### config.mk
export PLATFORM = sky130hd
export DESIGN_NAME = dcfpf_top
export DESIGN_NICKNAME = d
export VERILOG_FILES = /design/src/verilog/dcfpf_sync2.v /design/src/verilog/dcfpf_top.v
export VERILOG_INCLUDE_DIRS = /design/src /design/src/verilog
export SDC_FILE = /design/constraint.sdc
export NUM_CORES = 1
export LEC_CHECK = 0
export ABC_AREA = 1
export BUFFER_PORTS_ARGS = -buffer_cell sky130_fd_sc_hd__buf_2
export CELL_PAD_IN_SITES_DETAIL_PLACEMENT = 0
export CELL_PAD_IN_SITES_GLOBAL_PLACEMENT = 2
export CORE_UTILIZATION = 39
export CTS_CLUSTER_DIAMETER = 80
export CTS_CLUSTER_SIZE = 14
export DETAILED_ROUTE_END_ITERATION = 8
export GPL_TIMING_DRIVEN = 1
export PLACE_DENSITY_LB_ADDON = 0.1
export RECOVER_POWER = 25
export SYNTH_ARGS = -nofsm -noshare
export SYNTH_HDL_FRONTEND = slang
export SYNTH_SLANG_ARGS = --single-unit
### constraint.sdc
create_clock -name clk -period 3.4 [get_ports clk]
set_input_delay 0.17 -clock clk [delete_from_list [all_inputs] [get_ports clk]]
set_output_delay 0.17 -clock clk [all_outputs]
set_load 0.01 [all_outputs]
### src/verilog/dcfpf_defines.vh
// Constants shared by the programmable-flag FIFO files.
// Assumes the 64-word by 18-bit build of the FIFO.
`ifndef DCFPF_DEFINES_VH
`define DCFPF_DEFINES_VH

// ============================================================
// Array shape
`define DCFPF_DATA_W 18
`define DCFPF_ADDR_W 6
`define DCFPF_PTR_W 7
`define DCFPF_DEPTH 7'h40
`define DCFPF_HALF 7'h20

// ============================================================
// Threshold registers and their field on the data ports
`define DCFPF_THR_W 12
`define DCFPF_THR_LSB 0
`define DCFPF_THR_MSB 11
`define DCFPF_AE_THR_RESET 12'h007
`define DCFPF_AF_THR_RESET 12'h007
`define DCFPF_SEL_EMPTY 1'b0
`define DCFPF_SEL_FULL 1'b1

// ============================================================
// Pin synchroniser
`define DCFPF_SYNC_W 28
`define DCFPF_SYNC_RESET 28'h0000000

`endif

### src/verilog/dcfpf_sync2.v
// Two-stage synchroniser for a bundle of pin inputs.
// Assumes every bit is unrelated to clk; no bit is read before stage two.
`timescale 1ns/10ps

module dcfpf_sync2 #(
  parameter W = 28
) (
  input wire clk,
  input wire resetn,
  input wire [W-1:0] async_in,
  output wire [W-1:0] sync_out
);

  // ============================================================
  // Stages
  reg [W-1:0] stage1_reg;
  reg [W-1:0] stage2_reg;

  always @(posedge clk or negedge resetn) begin
    if (!resetn) begin
      stage1_reg <= {W{1'b0}};
      stage2_reg <= {W{1'b0}};
    end else begin
      stage1_reg <= async_in;
      stage2_reg <= stage1_reg;
    end
  end

  assign sync_out = stage2_reg;

endmodule

### src/verilog/dcfpf_top.v
// Programmable-flag FIFO, 64 words of 18 bits, with retransmit.
// Assumes one system clock well above the pin clocks; the write and read
// clocks arrive as pins and are sampled, their rising edges detected.
//
// Notes on behaviour
// - write enable low stores the input word on each write-clock rise.
// - read enable low presents the next word on each read-clock rise.
// - output enable high floats the data outputs, low drives the output register.
// - in a cascade only the read-enabled device drives its outputs.
// - writes are ignored while the full flag is low.
// - reads are ignored while the empty flag is low; read pointer holds.
// - an empty FIFO keeps showing the last valid read word.
// - two 12-bit thresholds load from the low twelve data bits.
// - programming writes alternate empty threshold, full threshold, empty again.
// - load high resumes normal use; next programming write continues the sequence.
// - load and read enable low read thresholds back in the same alternation.
// - full flag low at full depth, changes only on write-clock rises and on retransmit.
// - empty flag low at zero words, changes only on read-clock rises and on retransmit.
// - almost flags low within threshold of the boundary; half flag low above half.
// - flag mode low syncs almost-full to write clock, almost-empty to read clock.
// - unprogrammed thresholds default to 7 for the 64-deep array.
// - a retransmit pulse rewinds the read pointer to location zero, standalone only.
// - after retransmit reads replay data; flags follow the pointers.
// - FIFO reset empties the array and drives the empty flag low.
// - the half-full output carries the half-full flag in standalone use.
`timescale 1ns/10ps
`include "dcfpf_defines.vh"

module dcfpf_top (
  input wire clk,
  input wire resetn,
  input wire write_clk,
  input wire write_en_n,
  input wire [`DCFPF_DATA_W-1:0] write_data_in,
  input wire read_clk,
  input wire read_en_n,
  input wire output_en_n,
  input wire threshold_load_n,
  input wire replay_pulse,
  input wire sync_flag_mode_n,
  input wire fifo_reset_n,
  input wire depth_cascade_en,
  output wire [`DCFPF_DATA_W-1:0] read_data_out,
  output wire read_data_oe,
  output wire full_flag_n,
  output wire empty_flag_n,
  output wire almost_empty_flag_n,
  output wire almost_full_flag_n,
  output wire half_full_flag_n
);

  // ============================================================
  // Pin synchronisation
  wire [`DCFPF_SYNC_W-1:0] pins_raw;
  wire [`DCFPF_SYNC_W-1:0] pins_sync;

  assign pins_raw = {write_clk, read_clk, write_en_n, read_en_n, output_en_n,
                     threshold_load_n, replay_pulse, sync_flag_mode_n,
                     fifo_reset_n, depth_cascade_en, write_data_in};

  dcfpf_sync2 #(
    .W(`DCFPF_SYNC_W)
  ) u_sync (
    .clk(clk),
    .resetn(resetn),
    .async_in(pins_raw),
    .sync_out(pins_sync)
  );

  wire wclk_s;
  wire rclk_s;
  wire wen_n_s;
  wire ren_n_s;
  wire oe_n_s;
  wire load_n_s;
  wire replay_s;
  wire sync_flag_mode_n_n_s;
  wire frst_n_s;
  wire cascade_s;
  wire [`DCFPF_DATA_W-1:0] wdata_s;

  assign wclk_s = pins_sync[27];
  assign rclk_s = pins_sync[26];
  assign wen_n_s = pins_sync[25];
  assign ren_n_s = pins_sync[24];
  assign oe_n_s = pins_sync[23];
  assign load_n_s = pins_sync[22];
  assign replay_s = pins_sync[21];
  assign sync_flag_mode_n_n_s = pins_sync[20];
  assign frst_n_s = pins_sync[19];
  assign cascade_s = pins_sync[18];
  assign wdata_s = pins_sync[17:0];

  // ============================================================
  // Edge detection on the sampled pin clocks
  reg wclk_d_reg;
  reg rclk_d_reg;
  reg replay_d_reg;

  always @(posedge clk or negedge resetn) begin
    if (!resetn) begin
      wclk_d_reg <= 1'b0;
      rclk_d_reg <= 1'b0;
      replay_d_reg <= 1'b0;
    end else begin
      wclk_d_reg <= wclk_s;
      rclk_d_reg <= rclk_s;
      replay_d_reg <= replay_s;
    end
  end

  wire wr_edge;
  wire rd_edge;
  wire replay_edge;

  assign wr_edge = wclk_s & ~wclk_d_reg;
  assign rd_edge = rclk_s & ~rclk_d_reg;
  assign replay_edge = replay_s & ~replay_d_reg;

  // ============================================================
  // State
  reg [`DCFPF_DATA_W-1:0] mem [0:(1<<`DCFPF_ADDR_W)-1];
  reg [`DCFPF_PTR_W-1:0] wr_ptr_reg;
  reg [`DCFPF_PTR_W-1:0] rd_ptr_reg;
  reg [`DCFPF_THR_W-1:0] ae_thr_reg;
  reg [`DCFPF_THR_W-1:0] af_thr_reg;
  reg wsel_reg;
  reg rsel_reg;
  reg [`DCFPF_DATA_W-1:0] read_data_reg;
  reg data_oe_reg;
  reg full_n_reg;
  reg empty_n_reg;
  reg ae_n_reg;
  reg af_n_reg;
  reg hf_n_reg;

  // ============================================================
  // Operation decode
  wire prog_wr;
  wire fifo_wr;
  wire prog_rd;
  wire fifo_rd;
  wire replay_go;

  // Load low steers the clock edge to the thresholds, never the array
  assign prog_wr = wr_edge & ~load_n_s & ~wen_n_s;
  assign fifo_wr = wr_edge & load_n_s & ~wen_n_s & full_n_reg;
  assign prog_rd = rd_edge & ~load_n_s & ~ren_n_s;
  assign fifo_rd = rd_edge & load_n_s & ~ren_n_s & empty_n_reg;
  // Retransmit is meaningless once the read side is split across devices
  assign replay_go = replay_edge & ~cascade_s;

  // ============================================================
  // Pointer and count arithmetic
  reg [`DCFPF_PTR_W-1:0] wr_ptr_next;
  reg [`DCFPF_PTR_W-1:0] rd_ptr_next;
  wire [`DCFPF_PTR_W-1:0] count_next;

  always @* begin
    wr_ptr_next = wr_ptr_reg;
    if (fifo_wr) begin
      wr_ptr_next = wr_ptr_reg + 7'h01;
    end
  end

  always @* begin
    rd_ptr_next = rd_ptr_reg;
    if (replay_go) begin
      rd_ptr_next = 7'h00;
    end else if (fifo_rd) begin
      rd_ptr_next = rd_ptr_reg + 7'h01;
    end
  end

  // One extra pointer bit keeps full (64) distinct from empty (0)
  assign count_next = wr_ptr_next - rd_ptr_next;

  wire [`DCFPF_THR_W:0] af_sum;
  wire ae_hit;
  wire af_hit;
  wire hf_hit;

  assign af_sum = {6'h00, count_next} + {1'b0, af_thr_reg};
  assign ae_hit = {5'h00, count_next} <= ae_thr_reg;
  assign af_hit = af_sum >= {6'h00, `DCFPF_DEPTH};
  assign hf_hit = count_next > `DCFPF_HALF;

  // ============================================================
  // Storage array
  // No reset on the array: contents are don't-care until written
  always @(posedge clk) begin
    if (fifo_wr) begin
      mem[wr_ptr_reg[`DCFPF_ADDR_W-1:0]] <= wdata_s;
    end
  end

  // ============================================================
  // Pointers
  always @(posedge clk or negedge resetn) begin
    if (!resetn) begin
      wr_ptr_reg <= 7'h00;
      rd_ptr_reg <= 7'h00;
    end else if (!frst_n_s) begin
      wr_ptr_reg <= 7'h00;
      rd_ptr_reg <= 7'h00;
    end else begin
      // Threshold traffic is excluded from both next-pointer terms
      wr_ptr_reg <= wr_ptr_next;
      rd_ptr_reg <= rd_ptr_next;
    end
  end

  // ============================================================
  // Threshold registers and their alternating selectors
  always @(posedge clk or negedge resetn) begin
    if (!resetn) begin
      ae_thr_reg <= `DCFPF_AE_THR_RESET;
      af_thr_reg <= `DCFPF_AF_THR_RESET;
      wsel_reg <= `DCFPF_SEL_EMPTY;
    end else if (!frst_n_s) begin
      ae_thr_reg <= `DCFPF_AE_THR_RESET;
      af_thr_reg <= `DCFPF_AF_THR_RESET;
      wsel_reg <= `DCFPF_SEL_EMPTY;
    end else if (prog_wr) begin
      if (wsel_reg == `DCFPF_SEL_EMPTY) begin
        ae_thr_reg <= wdata_s[`DCFPF_THR_MSB:`DCFPF_THR_LSB];
      end else begin
        af_thr_reg <= wdata_s[`DCFPF_THR_MSB:`DCFPF_THR_LSB];
      end
      // Selector survives load going high, so a later write continues
      wsel_reg <= ~wsel_reg;
    end
  end

  always @(posedge clk or negedge resetn) begin
    if (!resetn) begin
      rsel_reg <= `DCFPF_SEL_EMPTY;
    end else if (!frst_n_s) begin
      rsel_reg <= `DCFPF_SEL_EMPTY;
    end else if (prog_rd) begin
      rsel_reg <= ~rsel_reg;
    end
  end

  // ============================================================
  // Output register
  always @(posedge clk or negedge resetn) begin
    if (!resetn) begin
      read_data_reg <= 18'h00000;
    end else if (!frst_n_s) begin
      read_data_reg <= 18'h00000;
    end else if (prog_rd) begin
      if (rsel_reg == `DCFPF_SEL_EMPTY) begin
        read_data_reg <= {6'h00, ae_thr_reg};
      end else begin
        read_data_reg <= {6'h00, af_thr_reg};
      end
    end else if (fifo_rd) begin
      read_data_reg <= mem[rd_ptr_reg[`DCFPF_ADDR_W-1:0]];
    end
    // With the FIFO empty and load high no branch fires, so the last word stays
  end

  // Enable is registered so it lines up with the sampled control pins
  always @(posedge clk or negedge resetn) begin
    if (!resetn) begin
      data_oe_reg <= 1'b0;
    end else begin
      data_oe_reg <= ~oe_n_s & (~cascade_s | ~ren_n_s);
    end
  end

  // ============================================================
  // Boundary flags
  // Each flag only moves on its own clock edge or a retransmit, so a stale flag is always
  // conservative: full may lag a read, empty may lag a write.
  always @(posedge clk or negedge resetn) begin
    if (!resetn) begin
      full_n_reg <= 1'b1;
    end else if (!frst_n_s) begin
      full_n_reg <= 1'b1;
    end else if (wr_edge | replay_go) begin
      full_n_reg <= ~(count_next == `DCFPF_DEPTH);
    end
  end

  always @(posedge clk or negedge resetn) begin
    if (!resetn) begin
      empty_n_reg <= 1'b0;
    end else if (!frst_n_s) begin
      empty_n_reg <= 1'b0;
    end else if (rd_edge | replay_go) begin
      empty_n_reg <= (count_next != 7'h00);
    end
  end

  // ============================================================
  // Programmable and half flags
  wire af_update;
  wire ae_update;

  // Flag mode high lets the almost flags follow the count on every cycle
  assign af_update = sync_flag_mode_n_n_s | wr_edge | replay_go;
  assign ae_update = sync_flag_mode_n_n_s | rd_edge | replay_go;

  always @(posedge clk or negedge resetn) begin
    if (!resetn) begin
      af_n_reg <= 1'b1;
      ae_n_reg <= 1'b0;
    end else if (!frst_n_s) begin
      af_n_reg <= 1'b1;
      ae_n_reg <= 1'b0;
    end else begin
      if (af_update) begin
        af_n_reg <= ~af_hit;
      end
      if (ae_update) begin
        ae_n_reg <= ~ae_hit;
      end
    end
  end

  always @(posedge clk or negedge resetn) begin
    if (!resetn) begin
      hf_n_reg <= 1'b1;
    end else if (!frst_n_s) begin
      hf_n_reg <= 1'b1;
    end else begin
      hf_n_reg <= ~hf_hit;
    end
  end

  // ============================================================
  // Outputs
  assign read_data_out = read_data_reg;
  assign read_data_oe = data_oe_reg;
  assign full_flag_n = full_n_reg;
  assign empty_flag_n = empty_n_reg;
  assign almost_empty_flag_n = ae_n_reg;
  assign almost_full_flag_n = af_n_reg;
  assign half_full_flag_n = hf_n_reg;

endmodule

==> metrics, run 1 <==
status complete, but fails checks; failing checks capacitance limit, slew limit; RSZ-0062 raised after global routing yes; final wirelength 159 mm; latest clock arrival within the worst-skew pair between 0.7 and 0.8 ns; CP max-delay cell dfrtp_1; Routed Antenna Nets 0; Crit Path Category register to register; f_max 300 MHz; Worst-path clk slew 0.07 ns; routed wire length on met2 76.7 mm; Crit. End Element register; Critical Path AT 3.96 ns; library cells used by synthesis 37; Metal-1 WL 72.0 mm; Post-Synth XOR/XNOR Area less than 1%; die height approximately 370 um; Setup Viol. Count Final 0; CTS Root Cell clkbuf_16; Pleak 21.9 nW; IO Port Bufs 53; Critical Path Start Type register; adder-cell share of the synthesized area 0.612%; crit-path cells inv_1 > nand2_2 > nor3_4 > inv_2 > buf_12 > nor2_4 > inv_2 > o21ai_2 > o211ai_1 > ha_1 > buf_4 > nand2_1 > nand2_1 > a21oi_2 > inv_1 > nand3_2 > nand2_4 > ha_4 > nand4_1 > o2111ai_1 > nand3b_1 > nand2_1; Worst VDD drop approximately 450 uV; die area 133000 um^2; drt pass-1 iters 7; global-route wire length before repair between 200 and 250 mm; post-synthesis compound-gate area fraction 2.85%; Internal Power 0.0231 W; Total Routing Usage GR a little under a quarter; max layer used met5; Site Rows 132; Placer Congestion 0.824; sequential share of power 59.0%; flop2flop setup slack 0.06 ns; CP peak stage delay ~0.38 ns; initial drt markers about 3200; crit path from rclk_d_reg; net load switching power 0.00625 W; cell taking the most area after synthesis edfxtp_1; largest family of logic cells by synthesized area simple AND/OR/NAND/NOR gates; mux cell area share after synthesis less than 1%; Avg WL per Cell 24.8 um; Max Clock Skew 0.0373 ns; via count 33218; H-tree levels 3; Layout fillers 12068; Synthesis Warnings 0; diode count 0; DP Wirelength 93.8 mm; most numerous cell in the Yosys netlist nand2_1; Worst-Margin Slew 1.99 ns; Largest register FFs 1152; Crit path top cell by count nand2_1; Main synth FF type edfxtp_1; Clk pwr share 38.5%; vias per cell 5.17; crit path max fanout 4; CTS tree yes; drt drc 0; share of the synthesized area in the top cell type 67.2%; Post-synth EDFFs 1152; worst hold path type input pin to register; Inst Count DP between 6000 and 7000; minimum clock period 3.34 ns; Core Area 130000 um^2; FF+latch count, synth 1275; syn_nets 4522; vias in the first global route 31615; Power Density about 500 nW/um^2; # IOs 54; simple-gate share of the synthesized area 20.2%; Async SR Flop Fraction 9.65%; switching portion of total power 21.3%; combinational power share 2.5%; Synth area leaders edfxtp_1 67%, nand2_1 13%, nand3_1 5.6%, dfrtp_1 5.5%, a21oi_1 1.6%; Cell Area, Synth 51500 um^2; Setup TNS 0 ns; fraction of layout cells with a size suffix above 1 11.3%; fin nets approximately 4700; Worst R2R End almost_empty_flag_n; max-slew violations 278; area delta synth->final 13.5%; width of the chip 365 um; initial antenna violation count 12; Overflow after GRT 0; Met3 Wirelength 7.26 mm; Max-Cap Viols 6; TritonCTS Buffers 103; worst reg2reg startpoint rclk_d_reg; Initial Util 39.5%; Synth top cells by count 1753 x nand2_1, 1152 x edfxtp_1, 576 x nand3_1, 166 x a21oi_1, 162 x nor2_1; Post-Layout Cell Count 6427; Reg2Reg Depth 22; WHS 0.0736 ns; relative slew slack -32.4%; worst-case clock buffer depth 3; CTS sink cnt about 1300; largest net degree at the start of global routing 159; WHS Path Cells 2; CP endpoint almost_empty_flag_n; CP required 4.02 ns; period utilisation layout 98.1%; sequential area share after synthesis 73.2%; Syn Area/Cell 11.5 um^2; Syn Inst Count between 4000 and 5000; Fin. Hold Viols 0
-- layer usage --
metal | vias to the layer above | global-route usage (%)
met5 | - | 0
met4 | 2 | 5.50
met3 | 164 | 3.05
met2 | 739 | 39.5
met1 | 16616 | 33.8
li1 | 15697 | -
-- how the worst min path moves through the flow --
stage / startpoint / to
finish: write_data_in[11] / u_sync.stage1_reg[11]
global route: write_data_in[0] / u_sync.stage1_reg[0]
detailed placement: resetn / af_thr_reg[11]
global placement: resetn / af_thr_reg[11]
floorplan: resetn / ae_thr_reg[10]
CTS: write_data_in[11] / u_sync.stage1_reg[11]
-- worst max-delay path, delay by kind of cell (launching register included) --
kind	cells	cell delay (ns)
compound gates	4	0.66
flops	1	0.38
simple gates	10	0.96
buf+inv	6	0.60
fa+ha+maj	2	0.62
-- placed cells by master (no fill, tap or decap), drive strengths merged, types with 2 or more instances in the layout --
master          n
nand2        1753
edfxtp       1152
nand3         576
buf           278
a21oi         166
nor2          163
clkbuf        145
dfrtp         114
inv            92
o21ai          52
nor3           35
dlygate4sd3    29
ha             22
o211ai         17
o22ai          14
a31oi          13
mux2           11
dfstp           9
or2             8
clkinv          8
nand4           6
a21boi          6
nor4            3
xor2            3
nand3b          2
fa              2
-- power by group through the flow --
stage	logic (W)	registers, W	clock network (W)
2_1_floorplan	0.000283	0.0176	0
3_3_place_gp	0.000720	0.0177	0
3_5_place_dp	0.000723	0.0177	0
4_1_cts	0.000754	0.0173	0.0116
5_1_grt	0.000823	0.0173	0.0121
6_report	0.000746	0.0173	0.0113
-- cell families (layout without fill, tap and decap cells) --
kind of cell,after synthesis,count (layout)
AOI/OAI and AO/OA,272,272
xor gates and xnor gates,4,4
adders and majority gates,24,24
buffers and inverters,336,553
DFF,1275,1275
muxes,11,11
and+or+nand+nor,2546,2546
-- area by class of cell --
type,instances,area [um^2],area share [%]
multi-input combinational,2857,12600,21.6
clock buffer,134,2770,4.74
timing repair buffer,318,2610,4.46
tap,1742,2180,3.73
sequential,1275,37700,64.5
clock inverter,9,159,0.272
inverter,92,367,0.628
-- metrics by stage --
step	setup slack (ns)	utilization, %	cell area, um^2	power [W]
2_1_floorplan	0.128	-	51500	0.0179
3_3_place_gp	-0.0634	42.2	55000	0.0184
3_5_place_dp	-0.0967	42.2	55000	0.0184
4_1_cts	0.00909	44.7	58300	0.0297
5_1_grt	-0.201	44.8	58400	0.0303
6_report	0.0638	44.8	58400	0.0294
-- repair_timing --
action	4_1_cts	5_1_grt
pin swaps	5	21
hold buffers	29	0
gates resized for setup	9	32
buffers inserted	3	11
endpoints found under the setup margin	2	2
endpoints found under the hold margin	145	0
cloned	0	0
Power figures use the tool's default switching activity.
==> inputs of run 2 (changes only) <==
CORE_MARGIN = 2   (was not set)
CORE_UTILIZATION = 35   (was 39)
==> metrics, run 2 (same netlist as run 1, synthesis figures left out) <==
Site Rows 140 (+6.1%); Routed Antenna Nets 0 (unchanged); worst-case clock buffer depth 3 (unchanged); pre-CTS setup slack -0.178 ns (-0.0816 ns); max-slew violations 390 (+40%); Inst Count DP 6409 (+2.7%); Overflow after GRT 0 (unchanged); CTS sink cnt 1275 (unchanged); die area 150000 um^2 (+13%); Critical Path Start Type register; vias per cell 5.00 (-3.3%); drt pass-1 iters 6 (-1); Largest register FFs 1152 (unchanged); global-route wire length before repair 235 mm (+2.9%); area delta synth->final 13.9%; WHS Path Cells 2 (unchanged); via count 33007 (-0.64%); vias in the first global route 32133 (+1.6%); width of the chip 388 um (+6.1%); Placer Congestion 0.780 (-5.3%); final wirelength 164 mm (+2.8%); Worst VDD drop 455 uV (+0.27%); Avg WL per Cell 24.8 um (about the same); period utilisation layout 98.8% (+0.68 points); Crit. End Element register; crit path max fanout 4 (unchanged); CTS tree yes; setup ws final 0.0407 ns (-0.0232 ns); IO Port Bufs 53 (unchanged); Crit Path Category register to register; CP required 4.05 ns (+0.03 ns); H-tree levels 3 (unchanged); most frequent cells in the layout 1743 x nand2_1, 1152 x edfxtp_1, 575 x nand3_1, 193 x buf_4, 164 x a21oi_1; Worst-path clk slew 0.07 ns (about the same); largest net degree at the start of global routing 169 (+6.3%); Core Area 146000 um^2 (+12%); Pleak 21.8 nW (-0.18%); most common cell after layout, fill and taps aside nand2_1; Post-Layout Cell Count 6603 (+2.7%); RSZ-0062 raised after global routing yes; Reg2Reg Depth 22 (unchanged); Max Clock Skew 0.0290 ns (-0.00826 ns); TritonCTS Buffers 102 (-0.97%); initial drt markers 2372 (-26%); failing checks capacitance limit, slew limit; latest clock arrival within the worst-skew pair 0.72 ns (about the same); Power Density 497 nW/um^2 (-1.1%); fraction of layout cells with a size suffix above 1 11.5% (+0.15 points); f_max 298 MHz (-0.69%); # IOs 54 (unchanged); Worst-Margin Slew 1.88 ns (-0.110 ns); initial antenna violation count 6 (-6); fin nets 4700 (-0.021%); Max-Cap Viols 9 (+3); Total Routing Usage GR 21.6% (-2.4 points); Critical Path AT 4.01 ns (+0.05 ns); minimum clock period 3.36 ns (+0.0232 ns); Initial Util 35.3% (-4.2 points); relative slew slack -25.1% (+7.4 points); Setup Viol. Count Final 0 (unchanged); CTS Root Cell clkbuf_16; Fin. Hold Viols 0 (unchanged); DP Wirelength 91.3 mm (-2.7%); status complete, but fails checks; die height 388 um (+6.1%); drt drc 0 (unchanged); worst hold path type input pin to register
-- run 2: cell types whose count changed in the layout (fill, tap and decap cells not counted), sizes merged --
cell         before  now
clkbuf          145  147
bufinv            1    0
diode             0    2
clkinv            8    6
clkinvlp          0    1
dlygate4sd3      29   30
buf             278  276
-- run 2: cell type report --
type / instances / area (um^2)
Tap cell: 1917 / 2400
Antenna cell: 2 / 5.00
Clock inverter: 7 / 71.3
Inverter: 92 / 372
Fill cell: 13893 / 87300
Sequential cell: 1275 / 37700
Timing Repair Buffer: 318 / 2690
Multi-Input combinational cell: 2857 / 12700
Clock buffer: 135 / 2750
-- run 2: routing by layer --
| layer | global-route usage (%) | up-vias | wire length, um |
|---|---|---|---|
| met1 | 30.3 | 16580 | 75700 |
| li1 | - | 15701 | - |
| met5 | 0 | - | 0 |
| met2 | 35.8 | 576 | 78500 |
| met4 | 5.70 | 0 | 3690 |
| met3 | 2.24 | 150 | 6010 |
-- run 2: metrics by stage --
stage	cell area (um^2)	power [W]	setup TNS (ns)	hold WS [ns]	util [%]
after floorplan	51500	0.0179	0	-0.126	-
after global placement	55300	0.0184	-0.271	0.162	37.9
after detailed placement	55300	0.0184	-0.351	0.166	37.9
after CTS	58600	0.0295	-0.0238	0.0306	40.2
after global routing	58700	0.0301	-0.303	0.0657	40.2
final	58700	0.0292	0	0.0921	40.2
-- run 2: final timing paths --
| kind | start | end | slack (ns) |
|---|---|---|---|
| worst max-delay path | rclk_d_reg | almost_full_flag_n | 0.04 |
| worst min-delay path | write_data_in[15] | u_sync.stage1_reg[15] | 0.09 |
| worst max register to register | rclk_d_reg | almost_full_flag_n | 0.04 |
| worst min register to register | u_sync.stage1_reg[0] | u_sync.sync_out[0] | 0.34 |
| max in group asynchronous | resetn | u_sync.sync_out[12] | 0.92 |
| min in group asynchronous | resetn | af_thr_reg[2] | 0.68 |
-- run 2: critical path, stage by stage, from the launching register on --
cell and delay (ns):
dfrtp_1 0.37, inv_1 0.06, nand2_2 0.06, nor3_2 0.12, buf_4 0.18, inv_4 0.05, buf_6 0.11, nor2_4 0.10
inv_2 0.06, o21ai_2 0.12, o211ai_1 0.17, ha_1 0.38, nand2_2 0.07, or2_4 0.23, nand4_1 0.09, nand2_2 0.11
ha_4 0.29, inv_4 0.04, nor4_4 0.25, nand3_1 0.10, nand2_1 0.08, o211ai_1 0.11, a21oi_1 0.15
-- run 2: where the power goes --
part | leakage, nW | total, W | switching [W] | internal, W
registers | 11.9 | 0.0173 | 0.000181 | 0.0172
logic | 8.61 | 0.000725 | 0.000513 | 0.000212
clock network | 1.37 | 0.0111 | 0.00551 | 0.00560
total | 21.8 | 0.0292 | 0.00620 | 0.0230
-- run 2: what timing repair did --
item	CTS	global route
pin swaps	4	19
hold buffers	31	0
resized for setup	11	33
buffers inserted	19	3
setup endpoints to repair	2	3
hold endpoints to repair	143	0
